## config.mk

```make
export PLATFORM = sky130hd
export DESIGN_NAME = adc_sequencer_control
export DESIGN_NICKNAME = d
export VERILOG_FILES = /design/src/hdl/adc_seq_pkg.sv /design/src/hdl/adc_sequencer_control.sv
export SDC_FILE = /design/constraint.sdc
export NUM_CORES = 1
export LEC_CHECK = 0
export ABC_AREA = 1
export BUFFER_PORTS_ARGS = -buffer_cell sky130_fd_sc_hd__clkbuf_2
export CAP_MARGIN = 10
export CORE_MARGIN = 2
export CORE_UTILIZATION = 25
export CTS_CLUSTER_DIAMETER = 120
export DETAILED_ROUTE_END_ITERATION = 10
export HOLD_SLACK_MARGIN = 0.02
export SLEW_MARGIN = 30
export SYNTH_ARGS = -nofsm -noshare
export SYNTH_HDL_FRONTEND = slang
export SYNTH_SLANG_ARGS = --single-unit
```

## constraint.sdc

```tcl
create_clock -name clk -period 5.3 [get_ports clk]
set_input_delay 0.795 -clock clk [delete_from_list [all_inputs] [get_ports clk]]
set_output_delay 0.795 -clock clk [all_outputs]
set_load 0.02 [all_outputs]
```

## src/hdl/adc_seq_pkg.sv

```systemverilog
//////////////////////////////////////////////////////////////////////////////
// Purpose: Constants for the ADC sequencer control block
// Assumes: 100 MHz clock, APB register access with 32-bit data
// Notes:   Times are in ns, cycle counts are derived from them
//////////////////////////////////////////////////////////////////////////////
package adc_seq_pkg;

  localparam int unsigned CLK_MHZ = 100;
  // Blanking step per code and one conversion time
  localparam int unsigned BLANK_STEP_NS = 500;
  localparam int unsigned CONV_NS = 2000;
  // Least times round up to whole cycles
  localparam int unsigned BLANK_STEP_CYC = (BLANK_STEP_NS * CLK_MHZ + 999) / 1000;
  localparam int unsigned CONV_CYC = (CONV_NS * CLK_MHZ + 999) / 1000;
  localparam int unsigned CONVS_PER_GROUP = 3;

  localparam int CNT_W = 12;
  localparam int PER_W = 16;
  localparam int BLANK_W = 4;
  localparam int CHAN_W = 5;
  localparam int NUM_OUT = 24;

  localparam logic [PER_W-1:0] CONV_X3_CYC = PER_W'(CONVS_PER_GROUP * CONV_CYC);
  localparam logic [CNT_W-1:0] CONV_LAST_CNT = CNT_W'(CONV_CYC - 1);
  localparam logic [PER_W-1:0] PER_MAX = {PER_W{1'b1}};

  // Register byte offsets
  localparam logic [7:0] OFS_CHAN = 8'h00;
  localparam logic [7:0] OFS_RESULT = 8'h04;
  localparam logic [7:0] OFS_STATUS = 8'h08;
  localparam logic [7:0] OFS_BLANK = 8'h0C;
  localparam logic [7:0] OFS_FCLR = 8'h10;

  // Status and fault clear bit positions
  localparam int ST_DONE_BIT = 0;
  localparam int ST_ERR_BIT = 1;
  localparam int ST_BUSY_BIT = 2;
  localparam int FCLR_BIT = 0;

  // Channel codes
  localparam logic [CHAN_W-1:0] CODE_MAX_SCAN = 5'h06;
  localparam logic [CHAN_W-1:0] CODE_RESERVED = 5'h07;
  localparam logic [CHAN_W-1:0] CODE_FIRST_OUT = 5'h08;

  localparam logic [2:0] LAST_GROUP = 3'h7;
  localparam logic [3:0] SCAN_MIN_PERIODS = 4'h9;
  localparam logic [7:0] RESULT_RESERVED = 8'h00;

  typedef enum logic [2:0] {
    S_IDLE = 3'b000,
    S_SEEK = 3'b001,
    S_ARM = 3'b011,
    S_BLANK = 3'b010,
    S_CONV = 3'b110,
    S_SCAN_WAIT = 3'b111,
    S_FINAL = 3'b101
  } state_e;

endpackage : adc_seq_pkg

```

## src/hdl/adc_sequencer_control.sv

```systemverilog
//////////////////////////////////////////////////////////////////////////////
// Purpose: Channel select, conversion sequencing, blanking and max scan
// Assumes: Analog converter delivers conv_data after CONV_CYC cycles
// Notes:   Register map reached over APB, zero wait states
//
// Contract
// - Channel select write starts one conversion and clears done.
// - Finished conversion stores 8-bit result and sets done.
// - Result read clears done and restarts conversion on selected channel.
// - Codes 0-6 internal sources and scan, 7 reserved, 8-31 outputs.
// - Enabled output sampled after its on edge plus blanking delay.
// - Disabled output is sampled at once in its off state.
// - Code 06h runs auto-scan storing the highest output voltage.
// - Scan measures one three-output group per period, eight groups.
// - Scan result only valid after nine dimming periods.
// - After eight groups scan sets done and halts.
// - Result read clears done; scan restarts if code still 06h.
// - Channel select write in scan clears done and restarts.
// - Disabled outputs are skipped in scan.
// - Too short dimming period aborts and sets error; fault clear clears.
// - Outputs form eight groups of three, shifted by one eighth period.
//////////////////////////////////////////////////////////////////////////////
`timescale 1ns/10ps

module adc_sequencer_control (
  input wire logic clk, // System clock
  input wire logic rst, // Asynchronous reset, active high
  input wire logic psel, // APB select
  input wire logic penable, // APB enable
  input wire logic pwrite, // APB write
  input wire logic [7:0] paddr, // APB byte address
  input wire logic [31:0] pwdata, // APB write data
  output logic [31:0] prdata, // APB read data
  output logic pready, // APB ready
  output logic pslverr, // APB error on unmapped address
  input wire logic [adc_seq_pkg::NUM_OUT-1:0] output_enable, // Per-output enable
  input wire logic [adc_seq_pkg::NUM_OUT-1:0] current_output, // Per-output on state
  input wire logic dim_period_start, // Pulse at each dimming period start
  input wire logic [7:0] conv_data, // Converter result
  output logic conv_sample, // Pulse at conversion start
  output logic [adc_seq_pkg::CHAN_W-1:0] conv_channel, // Analog mux code
  output logic adc_busy, // Sequencer active
  output logic conversion_done_flag, // Done flag
  output logic conversion_timing_error_flag // Timing error flag
);
  import adc_seq_pkg::*;

  typedef struct packed {
    state_e st;
    logic [CHAN_W-1:0] chan;
    logic [7:0] result;
    logic done;
    logic err;
    logic [BLANK_W-1:0] blank;
    logic [CNT_W-1:0] cnt;
    logic scan;
    logic [2:0] grp;
    logic [1:0] mem;
    logic [CHAN_W-1:0] sel;
    logic [7:0] maxv;
    logic [PER_W-1:0] per_cnt;
    logic [PER_W-1:0] per_len;
    logic per_valid;
    logic [3:0] per_seen;
    logic on_prev;
    logic wait_per;
    logic [31:0] prdata;
  } state_s;

  localparam state_s STATE_RST = '0;

  state_s s_q;
  state_s s_d;
  logic rd_result;
  logic wr_chan;
  logic wr_fclr;
  logic fin;
  logic rise;
  logic launch;
  logic [CHAN_W-1:0] code;
  logic [2:0] ge;
  logic [2:0] nm;
  logic [PER_W-1:0] limit;

  ////////////////////////////////////////////////////////////////////////////
  // Helpers

  // Blanking code to cycle count
  function automatic logic [CNT_W-1:0] blank_cyc(input logic [BLANK_W-1:0] c);
    blank_cyc = CNT_W'((int'(c) + 1) * BLANK_STEP_CYC);
  endfunction : blank_cyc

  // Enable bits of one group of three
  function automatic logic [2:0] group_en(input logic [NUM_OUT-1:0] en,
                                          input logic [2:0] g);
    logic [2:0] r;
    r = '0;
    for (int i = 0; i < 3; i++) begin
      r[i] = en[int'(g) * 3 + i];
    end
    return r;
  endfunction : group_en

  // Lowest enabled member at or above start, with found bit on top
  function automatic logic [2:0] first_from(input logic [2:0] en3,
                                            input logic [2:0] start);
    logic [2:0] r;
    r = '0;
    for (int i = 2; i >= 0; i--) begin
      if (i >= int'(start) && en3[i]) begin
        r = {1'b1, 2'(i)};
      end
    end
    return r;
  endfunction : first_from

  // Read word for an address
  function automatic logic [31:0] rd_word(input logic [7:0] a, input state_s s);
    logic [31:0] r;
    r = '0;
    case (a)
      OFS_CHAN: r[CHAN_W-1:0] = s.chan;
      OFS_RESULT: r[7:0] = s.result;
      OFS_STATUS: begin
        r[ST_DONE_BIT] = s.done;
        r[ST_ERR_BIT] = s.err;
        r[ST_BUSY_BIT] = (s.st != S_IDLE);
      end
      OFS_BLANK: r[BLANK_W-1:0] = s.blank;
      default: r = '0;
    endcase
    return r;
  endfunction : rd_word

  // Offsets that answer without an error
  function automatic logic mapped(input logic [7:0] a);
    return (a == OFS_CHAN) || (a == OFS_RESULT) || (a == OFS_STATUS) ||
           (a == OFS_BLANK) || (a == OFS_FCLR);
  endfunction : mapped

  // Access phase of a transfer in one direction to one offset
  function automatic logic hit(input logic sel, input logic en, input logic dir,
                               input logic [7:0] a, input logic [7:0] ofs);
    return sel && en && dir && (a == ofs);
  endfunction : hit

  ////////////////////////////////////////////////////////////////////////////
  // Next state

  always_comb begin
    s_d = s_q;
    rd_result = hit(psel, penable, ~pwrite, paddr, OFS_RESULT);
    wr_chan = hit(psel, penable, pwrite, paddr, OFS_CHAN);
    wr_fclr = hit(psel, penable, pwrite, paddr, OFS_FCLR);
    fin = 1'b0;
    launch = 1'b0;
    code = s_q.chan;
    ge = group_en(output_enable, s_q.grp);
    nm = '0;
    limit = PER_W'(blank_cyc(s_q.blank)) + CONV_X3_CYC;
    rise = 1'b0;
    // Internal codes leave sel past the last output, so no pin is looked at
    if (s_q.sel < CHAN_W'(NUM_OUT)) begin
      rise = current_output[s_q.sel] & ~s_q.on_prev;
      s_d.on_prev = current_output[s_q.sel];
    end

    // Dimming period measurement
    if (dim_period_start) begin
      s_d.per_len = (s_q.per_cnt == PER_MAX) ? PER_MAX : s_q.per_cnt + 1'b1;
      s_d.per_cnt = '0;
      s_d.per_valid = 1'b1;
      s_d.wait_per = 1'b0;
      if (s_q.scan && s_q.per_seen != SCAN_MIN_PERIODS) begin
        s_d.per_seen = s_q.per_seen + 1'b1;
      end
    end else if (s_q.per_cnt != PER_MAX) begin
      s_d.per_cnt = s_q.per_cnt + 1'b1;
    end

    case (s_q.st)
      S_IDLE: s_d.cnt = '0;
      S_SEEK: begin
        nm = first_from(ge, 3'h0);
        if (nm[2]) begin
          s_d.mem = nm[1:0];
          s_d.sel = CHAN_W'(int'(s_q.grp) * 3 + int'(nm[1:0]));
          s_d.on_prev = 1'b1;
          s_d.st = S_ARM;
        end else begin
          s_d.st = S_SCAN_WAIT;
        end
      end
      S_ARM: begin
        // During a scan a new group takes only an on edge of a later period
        if (rise && (!s_q.wait_per || dim_period_start)) begin
          s_d.cnt = '0;
          s_d.st = S_BLANK;
        end
      end
      S_BLANK: begin
        s_d.cnt = s_q.cnt + 1'b1;
        if (s_q.cnt == blank_cyc(s_q.blank) - 1'b1) begin
          s_d.cnt = '0;
          s_d.st = S_CONV;
        end
      end
      S_CONV: begin
        s_d.cnt = s_q.cnt + 1'b1;
        if (s_q.cnt == CONV_LAST_CNT) begin
          s_d.cnt = '0;
          if (s_q.scan) begin
            // Keep the largest reading of the scan
            if (conv_data > s_q.maxv) begin
              s_d.maxv = conv_data;
            end
            nm = first_from(ge, {1'b0, s_q.mem} + 3'h1);
            if (nm[2]) begin
              s_d.mem = nm[1:0];
              s_d.sel = CHAN_W'(int'(s_q.grp) * 3 + int'(nm[1:0]));
            end else if (s_q.grp == LAST_GROUP) begin
              s_d.st = S_FINAL;
            end else begin
              // Arm the next group at once so its edge in the next period is seen
              s_d.grp = s_q.grp + 1'b1;
              s_d.wait_per = 1'b1;
              s_d.st = S_SEEK;
            end
          end else begin
            s_d.result = conv_data;
            fin = 1'b1;
          end
        end
      end
      S_SCAN_WAIT: begin
        if (dim_period_start) begin
          if (s_q.grp == LAST_GROUP) begin
            s_d.st = S_FINAL;
          end else begin
            s_d.grp = s_q.grp + 1'b1;
            s_d.st = S_SEEK;
          end
        end
      end
      S_FINAL: begin
        // Hold the maximum until enough periods have passed
        if (s_q.per_seen == SCAN_MIN_PERIODS) begin
          s_d.result = s_q.maxv;
          fin = 1'b1;
        end
      end
      default: s_d.st = S_IDLE;
    endcase

    // Abort on a dimming period too short for blanking and three conversions
    if (s_q.st != S_IDLE && s_q.per_valid && s_q.per_len < limit) begin
      s_d.st = S_IDLE;
      s_d.scan = 1'b0;
      s_d.err = 1'b1;
      fin = 1'b0;
    end else if (wr_fclr && pwdata[FCLR_BIT]) begin
      s_d.err = 1'b0;
    end

    if (fin) begin
      s_d.done = 1'b1;
      s_d.scan = 1'b0;
      s_d.st = S_IDLE;
    end

    // Channel select write and result read; a finishing conversion wins
    if (wr_chan) begin
      s_d.chan = pwdata[CHAN_W-1:0];
      code = pwdata[CHAN_W-1:0];
    end
    launch = (wr_chan | rd_result) & ~fin;

    if (launch) begin
      s_d.done = 1'b0;
      s_d.cnt = '0;
      s_d.scan = 1'b0;
      s_d.wait_per = 1'b0;
      s_d.sel = code - CODE_FIRST_OUT;
      if (code == CODE_MAX_SCAN) begin
        s_d.scan = 1'b1;
        s_d.grp = '0;
        s_d.mem = '0;
        s_d.maxv = '0;
        s_d.per_seen = '0;
        s_d.st = S_SEEK;
      end else if (code == CODE_RESERVED) begin
        s_d.result = RESULT_RESERVED;
        s_d.done = 1'b1;
        s_d.st = S_IDLE;
      end else if (code >= CODE_FIRST_OUT && output_enable[code - CODE_FIRST_OUT]) begin
        s_d.on_prev = 1'b1;
        s_d.st = S_ARM;
      end else begin
        s_d.st = S_CONV;
      end
    end

    if (hit(psel, penable, pwrite, paddr, OFS_BLANK)) begin
      s_d.blank = pwdata[BLANK_W-1:0];
    end

    if (psel && !penable) begin
      s_d.prdata = rd_word(paddr, s_q);
    end
  end

  ////////////////////////////////////////////////////////////////////////////
  // State register

  always_ff @(posedge clk or posedge rst) begin
    if (rst) begin
      s_q <= STATE_RST;
    end else begin
      s_q <= s_d;
    end
  end

  ////////////////////////////////////////////////////////////////////////////
  // Outputs

  assign prdata = s_q.prdata;
  // Zero wait states: every access ends in its first access cycle
  assign pready = 1'b1;
  assign pslverr = psel & penable & ~mapped(paddr);
  assign conv_sample = (s_q.st == S_CONV) && (s_q.cnt == '0);
  // Scan and output codes steer the mux from the output index in sel
  assign conv_channel = (s_q.scan || s_q.chan >= CODE_FIRST_OUT) ?
                        s_q.sel + CODE_FIRST_OUT : s_q.chan;
  assign adc_busy = (s_q.st != S_IDLE);
  assign conversion_done_flag = s_q.done;
  assign conversion_timing_error_flag = s_q.err;

endmodule : adc_sequencer_control

```

# --- Word level (Yosys, flattened, before mapping) ---
# Index checks and enable logic that the tools add are counted.
totals:
  inputBits: 102
  reg_bits: 100
  out_inout_bits: 43
  word_cells: 227
classes:
  mux: 99
  eq_ne: 31
  reduce_logical: 40
  add_sub_neg: 14
  multipliers: 2
  n_bitwise: 9
  order_cmp: 13
ops:
  columns: ["operator", "count"]
  rows:
  - ["32-bit by 7-bit < comparator with 1-bit output (second input constant)", 3]
  - ["3-bit 2-to-1 mux", 28]
  - ["16-bit 2-to-1 mux", 3]
  - ["8-bit 2-to-1 mux", 6]
  - ["12-bit one-hot mux with 4 select lines", 1]
  - ["12-bit 2-to-1 mux", 3]
  - ["18-bit 2-to-1 mux", 2]
  - ["32-bit by 2-bit adder with 32-bit output (second input constant)", 1]
  - ["32-bit by 3-bit adder with 32-bit output (second input constant)", 1]
  - ["31-bit 2-to-1 mux", 1]
  - ["1-bit 2-to-1 mux", 30]
  - ["5-bit inequality test (second input constant)", 6]
  - ["9-bit 2-to-1 mux", 3]
  - ["1-bit binary-select mux with 5-bit select", 5]
  - ["1-bit logical AND", 18]
  - ["3-bit one-hot mux with 6 select lines", 1]
  - ["16-bit by 1-bit adder with 16-bit output (second input constant)", 1]
  - ["16-bit equality test (second input constant)", 1]
  - ["8-bit by 4-bit equality test with 1-bit output (second input constant)", 2]
  - ["16-bit by 13-bit < comparator with 1-bit output", 1]
  - ["16-bit inequality test (second input constant)", 1]
  - ["8-bit one-hot mux with 2 select lines", 1]
  - ["3-bit inequality test (second input constant)", 5]
  - ["7-bit 2-to-1 mux", 2]
  - ["53 further kinds", 82]

# --- Depth between registers and ports, before layout ---
depth:
  depth_word: 19
  ltp_mapped: 32
  mapped_depth_nobuf: 31

# --- Worst setup path after synthesis ---
# Ideal clock, no wire load.
synth_timing:
  path_kind: "register to register"
  start: "reg s_q[102] in the netlist's numbering"
  end: "reg s_q[94] in the netlist's numbering"
  period_less_slack_ns: 4.088
  required_ns: 5.182
  path_buffers: 2
  arrival_time_ns: 3.971
  slack_ns: 1.212
  setup_time_ns: 0.118
  stages_incl_launch_ff: 27
  cell_sequence: "dfrtp_1 -> ha_1 -> nand2_1 -> inv_1 -> nor2_2 -> inv_1 -> nor2_1 -> ha_1 -> ha_1 -> ha_1 -> nand3_1 -> nand2_2 -> inv_1 -> nand3_1 -> nand2_1 -> nand3_1 -> ha_1 -> a211oi_1 -> o2111a_1 -> nand2_1 -> nand2_1 -> nand2_1 -> buf_6 -> and2_4 -> buf_6 -> nand2_1 -> nand2_1"
synth_via:
  elab_chain_len: 10
  word_cells_on_any_way: 16
  classes_between: "3 x add/sub; 1 x mul; 1 x order compare; 2 x eq/ne; 4 x mux; 2 x bitwise; 3 x reduce/logical"
synth_lines:
  columns: ["item", "line", "text"]
  rows:
  - ["start, declared", "adc_sequencer_control.sv:72", "state_s s_q;"]
  - ["start signal, assigned", "adc_sequencer_control.sv:317", "s_q <= STATE_RST;"]
  - ["start signal, assigned", "adc_sequencer_control.sv:319", "s_q <= s_d;"]
  - ["4-bit by 1-bit adder with 5-bit output (*)", "adc_sequencer_control.sv:90", "blank_cyc = CNT_W'((int'(c) + 1) * BLANK_STEP_CYC);"]
  - ["5-bit by 5-bit multiplier with 10-bit output (*)", "adc_sequencer_control.sv:90", null]
  - ["12-bit by 10-bit adder with 13-bit output", "adc_sequencer_control.sv:160", "limit = PER_W'(blank_cyc(s_q.blank)) + CONV_X3_CYC;"]
  - ["16-bit by 13-bit < comparator with 1-bit output", "adc_sequencer_control.sv:256", "if (s_q.st != S_IDLE && s_q.per_valid && s_q.per_len < limit) begin"]
  - ["1-bit logical AND", "adc_sequencer_control.sv:256", null]
  - ["1-bit 2-to-1 mux", "adc_sequencer_control.sv:256", null]
  - ["1-bit NOT", "adc_sequencer_control.sv:276", "launch = (wr_chan | rd_result) & ~fin;"]
  - ["1-bit AND", "adc_sequencer_control.sv:276", null]
  - ["3-bit inequality test (no line) / 5-bit nonzero test (equally long branches)", null, null]
  - ["2-bit AND reduction (no line)", null, null]
# Mark *: on every way between the ends. The rest lies on a longest branch, timed or not.
# A chain may end at the register's enable or synchronous reset.

# --- Worst setup path in the final report ---
layout_timing:
  start: "reg s_q[103] in the netlist's numbering"
  end: "reg s_q[100] in the netlist's numbering"
# Same word-level chain as after synthesis.

==> impl_metrics.json <==
{
  "overflow": 0,
  "cts_tree": "done",
  "globalplace.congestion": 0.8511,
  "synth.ff_latch_count": 99,
  "yosysUniqueCellTypes": 54,
  "worst_slew_pin_slew_ps": 895.1,
  "cts_root_buf": "clkbuf_16",
  "htreeDepth": 3,
  "yosys_warnings": 0,
  "rsz0062_at_grt": "false",
  "finClkSkew_ps": 13.68,
  "grt_max_degree": 51,
  "viasPerCell": 4.644,
  "hp-start": "s_q[38]",
  "setup_violations": 0,
  "route.detailed.drc": 0,
  "ys_seq_area_share_pct": 28.41,
  "r2r_setup_slack_ps": 450,
  "placed_area_um2": 9462,
  "final_max_slew_viol_count": 0,
  "hp-class": "reg2reg",
  "max_freq_mhz": 206.3,
  "dpl.cell_count": 1813,
  "nFillCells": 3838,
  "max_stage_delay_ps": 480,
  "crit_slowest_cell": "dfrtp_1",
  "max-cap-violations": 0,
  "required_ps": 5530,
  "drt_wl_total_um": 24860,
  "critical_path_class": "reg2reg",
  "die_w_um": 190.8,
  "critPathCaptureType": "flip-flop",
  "area_delta_synth_final_pct": 12.11,
  "crit_fanout": 11,
  "min_to": "s_q[38]",
  "min_path_cells": 2,
  "wl_per_cell_um": 13.59,
  "clock_latency_ps": 360,
  "syn_area_um2": 8721,
  "avgSynthCellArea_um2": 6.698,
  "cts_buffers": 9,
  "yosys_most_used_dff": "dfrtp_1",
  "start_util_pct": 25.31,
  "fin_crit_sh_pct": 91.44,
  "drtIter0Drc": 479,
  "start_kind": "flip-flop",
  "reg2reg_to": "s_q[100]",
  "drive_above_1_share_pct": 13.32,
  "grt_pass1_vias": 8094,
  "postCtsHoldBufs": 0,
  "cts.sink_count": 99,
  "coreArea_um2": 34460,
  "r2r_start": "s_q[103]",
  "ys_async_sr_fraction_pct": 100.0,
  "drtAntennaViolNets": 0,
  "critPathArrivalTime_ps": 5080,
  "num_vias": 8493,
  "finalHoldWorstSlack_ps": 461.1,
  "antenna_found_initial": 0,
  "rr_worst_depth": 24,
  "utilization_pct": 28.37,
  "setup_tns_ps": 0,
  "pin_count": 145,
  "outcome": "complete, no violations",
  "synth_edf_count": 0,
  "final_cell_mix": "nand2_1, inv_1, nand3_1",
  "crit_top_cell": "ha_1",
  "stdcell_count": 1829,
  "clk_path_buf_depth": 2,
  "track_usage_pct": 13.75,
  "nNetsFinal": 1521,
  "max_slew_margin_pct": 39.87,
  "ir_drop_uv": 128.0,
  "syn_inst": 1302,
  "leakage_nw": 4.860,
  "powerDensity_nw_per_um2": 174.9,
  "num_rows": 68,
  "dieHeight_um": 190.8,
  "hold_viol": 0,
  "path_cells": "ha_1, nand2_1, nor2_1, ha_1, ha_1, ha_1, ha_1, nand3_1, nand2_2, inv_1, nand3_1, nand2_1, nand3_1, ha_1, a211oi_1, o2111a_1, nand2_1, nand2_1, nand2_2, inv_2, nor2_1, buf_4, nand3b_1, nand2_1",
  "clk_pin_slew_ps": 70,
  "grt_pass1_wl_um": 40510,
  "dr.pass1.iters": 6,
  "finalCriticalPeriod_ps": 4846,
  "postLayoutCellArea_um2": 9777,
  "portBuffers": 92,
  "final_common_cell": "nand2_1",
  "antenna_cells": 0,
  "dp_hpwl_um": 19670,
  "die-area_um2": 36390
}
layout make-up:
class	count	area [µm²]	area share, %
Clock buffer	10	239.0	2.444
Clock inverter	6	71.32	0.7295
Inverter	179	674.4	6.898
Multi-Input combinational cell	978	5210	53.29
Sequential cell	99	2477	25.34
Tap cell	455	569.3	5.823
Timing Repair Buffer	102	535.5	5.477
cells in the mapped netlist, types with 3 or more instances:
| cell | count | area [µm²] |
|---|---|---|
| nor3_1 | 13 | 65.06 |
| nand3_1 | 124 | 620.6 |
| xnor2_1 | 5 | 43.79 |
| buf_2 | 13 | 65.06 |
| nand4_1 | 15 | 93.84 |
| o21ai_0 | 74 | 370.4 |
| inv_1 | 163 | 611.8 |
| nand2_2 | 10 | 62.56 |
| xor2_1 | 31 | 271.5 |
| clkbuf_1 | 13 | 48.80 |
| a211oi_1 | 3 | 22.52 |
| nor2_2 | 7 | 43.79 |
| nand2_1 | 343 | 1287 |
| or2_0 | 4 | 25.02 |
| o21ai_1 | 11 | 55.05 |
| nor2_1 | 114 | 427.9 |
| o22ai_1 | 5 | 31.28 |
| nor3_4 | 3 | 48.80 |
| fa_1 | 3 | 60.06 |
| nor4_1 | 4 | 25.02 |
| nor2_4 | 7 | 78.83 |
| a21oi_1 | 62 | 310.3 |
| buf_4 | 37 | 277.8 |
| nand3b_1 | 13 | 97.59 |
| a32oi_1 | 6 | 52.55 |
| or2_2 | 7 | 43.79 |
| dfrtp_1 | 99 | 2477 |
| o211ai_1 | 18 | 135.1 |
| inv_2 | 15 | 56.30 |
| ha_1 | 47 | 588.1 |
| a31oi_1 | 4 | 25.02 |
| buf_6 | 5 | 56.30 |
routing by layer:
metal / part of all wire (%) / wire, µm / global-route usage (%)
met5: 0 / 0 / 0
met4: 1.8 / 443 / 4.413
met3: 3.9 / 979 / 1.343
met2: 47 / 11610 / 22.87
met1: 48 / 11820 / 18.66
stage by stage:
step / power (mW) / setup slack, ps
floorplan: 0.9589 / 1212
CTS: 1.728 / 316.8
global placement: 1.023 / 456.5
finish: 1.710 / 453.6
detailed placement: 1.027 / 339.2
global route: 1.791 / 3.304
state kept, by name, summed over array words and instances (netlist names):
signal	cells
s_q	89
prdata	8
conversion_done_flag	1
conversion_timing_error_flag	1
power by group:
part | switching (mW) | internal [mW] | total [mW]
Combinational | 0.154 | 0.0761 | 0.230
Clock | 0.314 | 0.385 | 0.699
Sequential | 0.0118 | 0.768 | 0.780
Total | 0.480 | 1.23 | 1.71
how the worst max path moves through the flow:
stage / start / end / slack [ps] / cells past startpoint
2_1_floorplan: s_q[102] / s_q[94] / 1210 / 26
3_3_place_gp: s_q[103] / s_q[100] / 460 / 24
3_5_place_dp: s_q[103] / s_q[100] / 340 / 24
4_1_cts: s_q[103] / s_q[100] / 320 / 24
5_1_grt: s_q[103] / s_q[96] / 3 / 30
6_report: s_q[103] / s_q[100] / 450 / 24
logic make-up after synthesis:
kind of cell,Yosys count,synth area share [%]
adder cells (fa/ha/maj),50,7.432
AND/OR/NAND/NOR,673,34.66
flip-flops,99,28.41
other,2,0.08612
buffers and inverters,248,12.90
AO/OA/AOI/OAI,193,12.77
multiplexers,1,0.1291
XOR/XNOR,36,3.615
critical path, delay by kind of cell, from the launching register on:
family / cells / cell delay, ps
and+or+nand+nor: 13 / 1590
DFF: 1 / 480
AOI/OAI and AO/OA: 2 / 410
buffers and inverters: 3 / 530
adders and majority gates: 6 / 1710
what timing repair did:
item / CTS / global route
resized for setup: 0 / 1
endpoints found under the setup margin: 0 / 11
setup buffers: 0 / 0
Note: power is estimated with default switching activity, not from simulation.
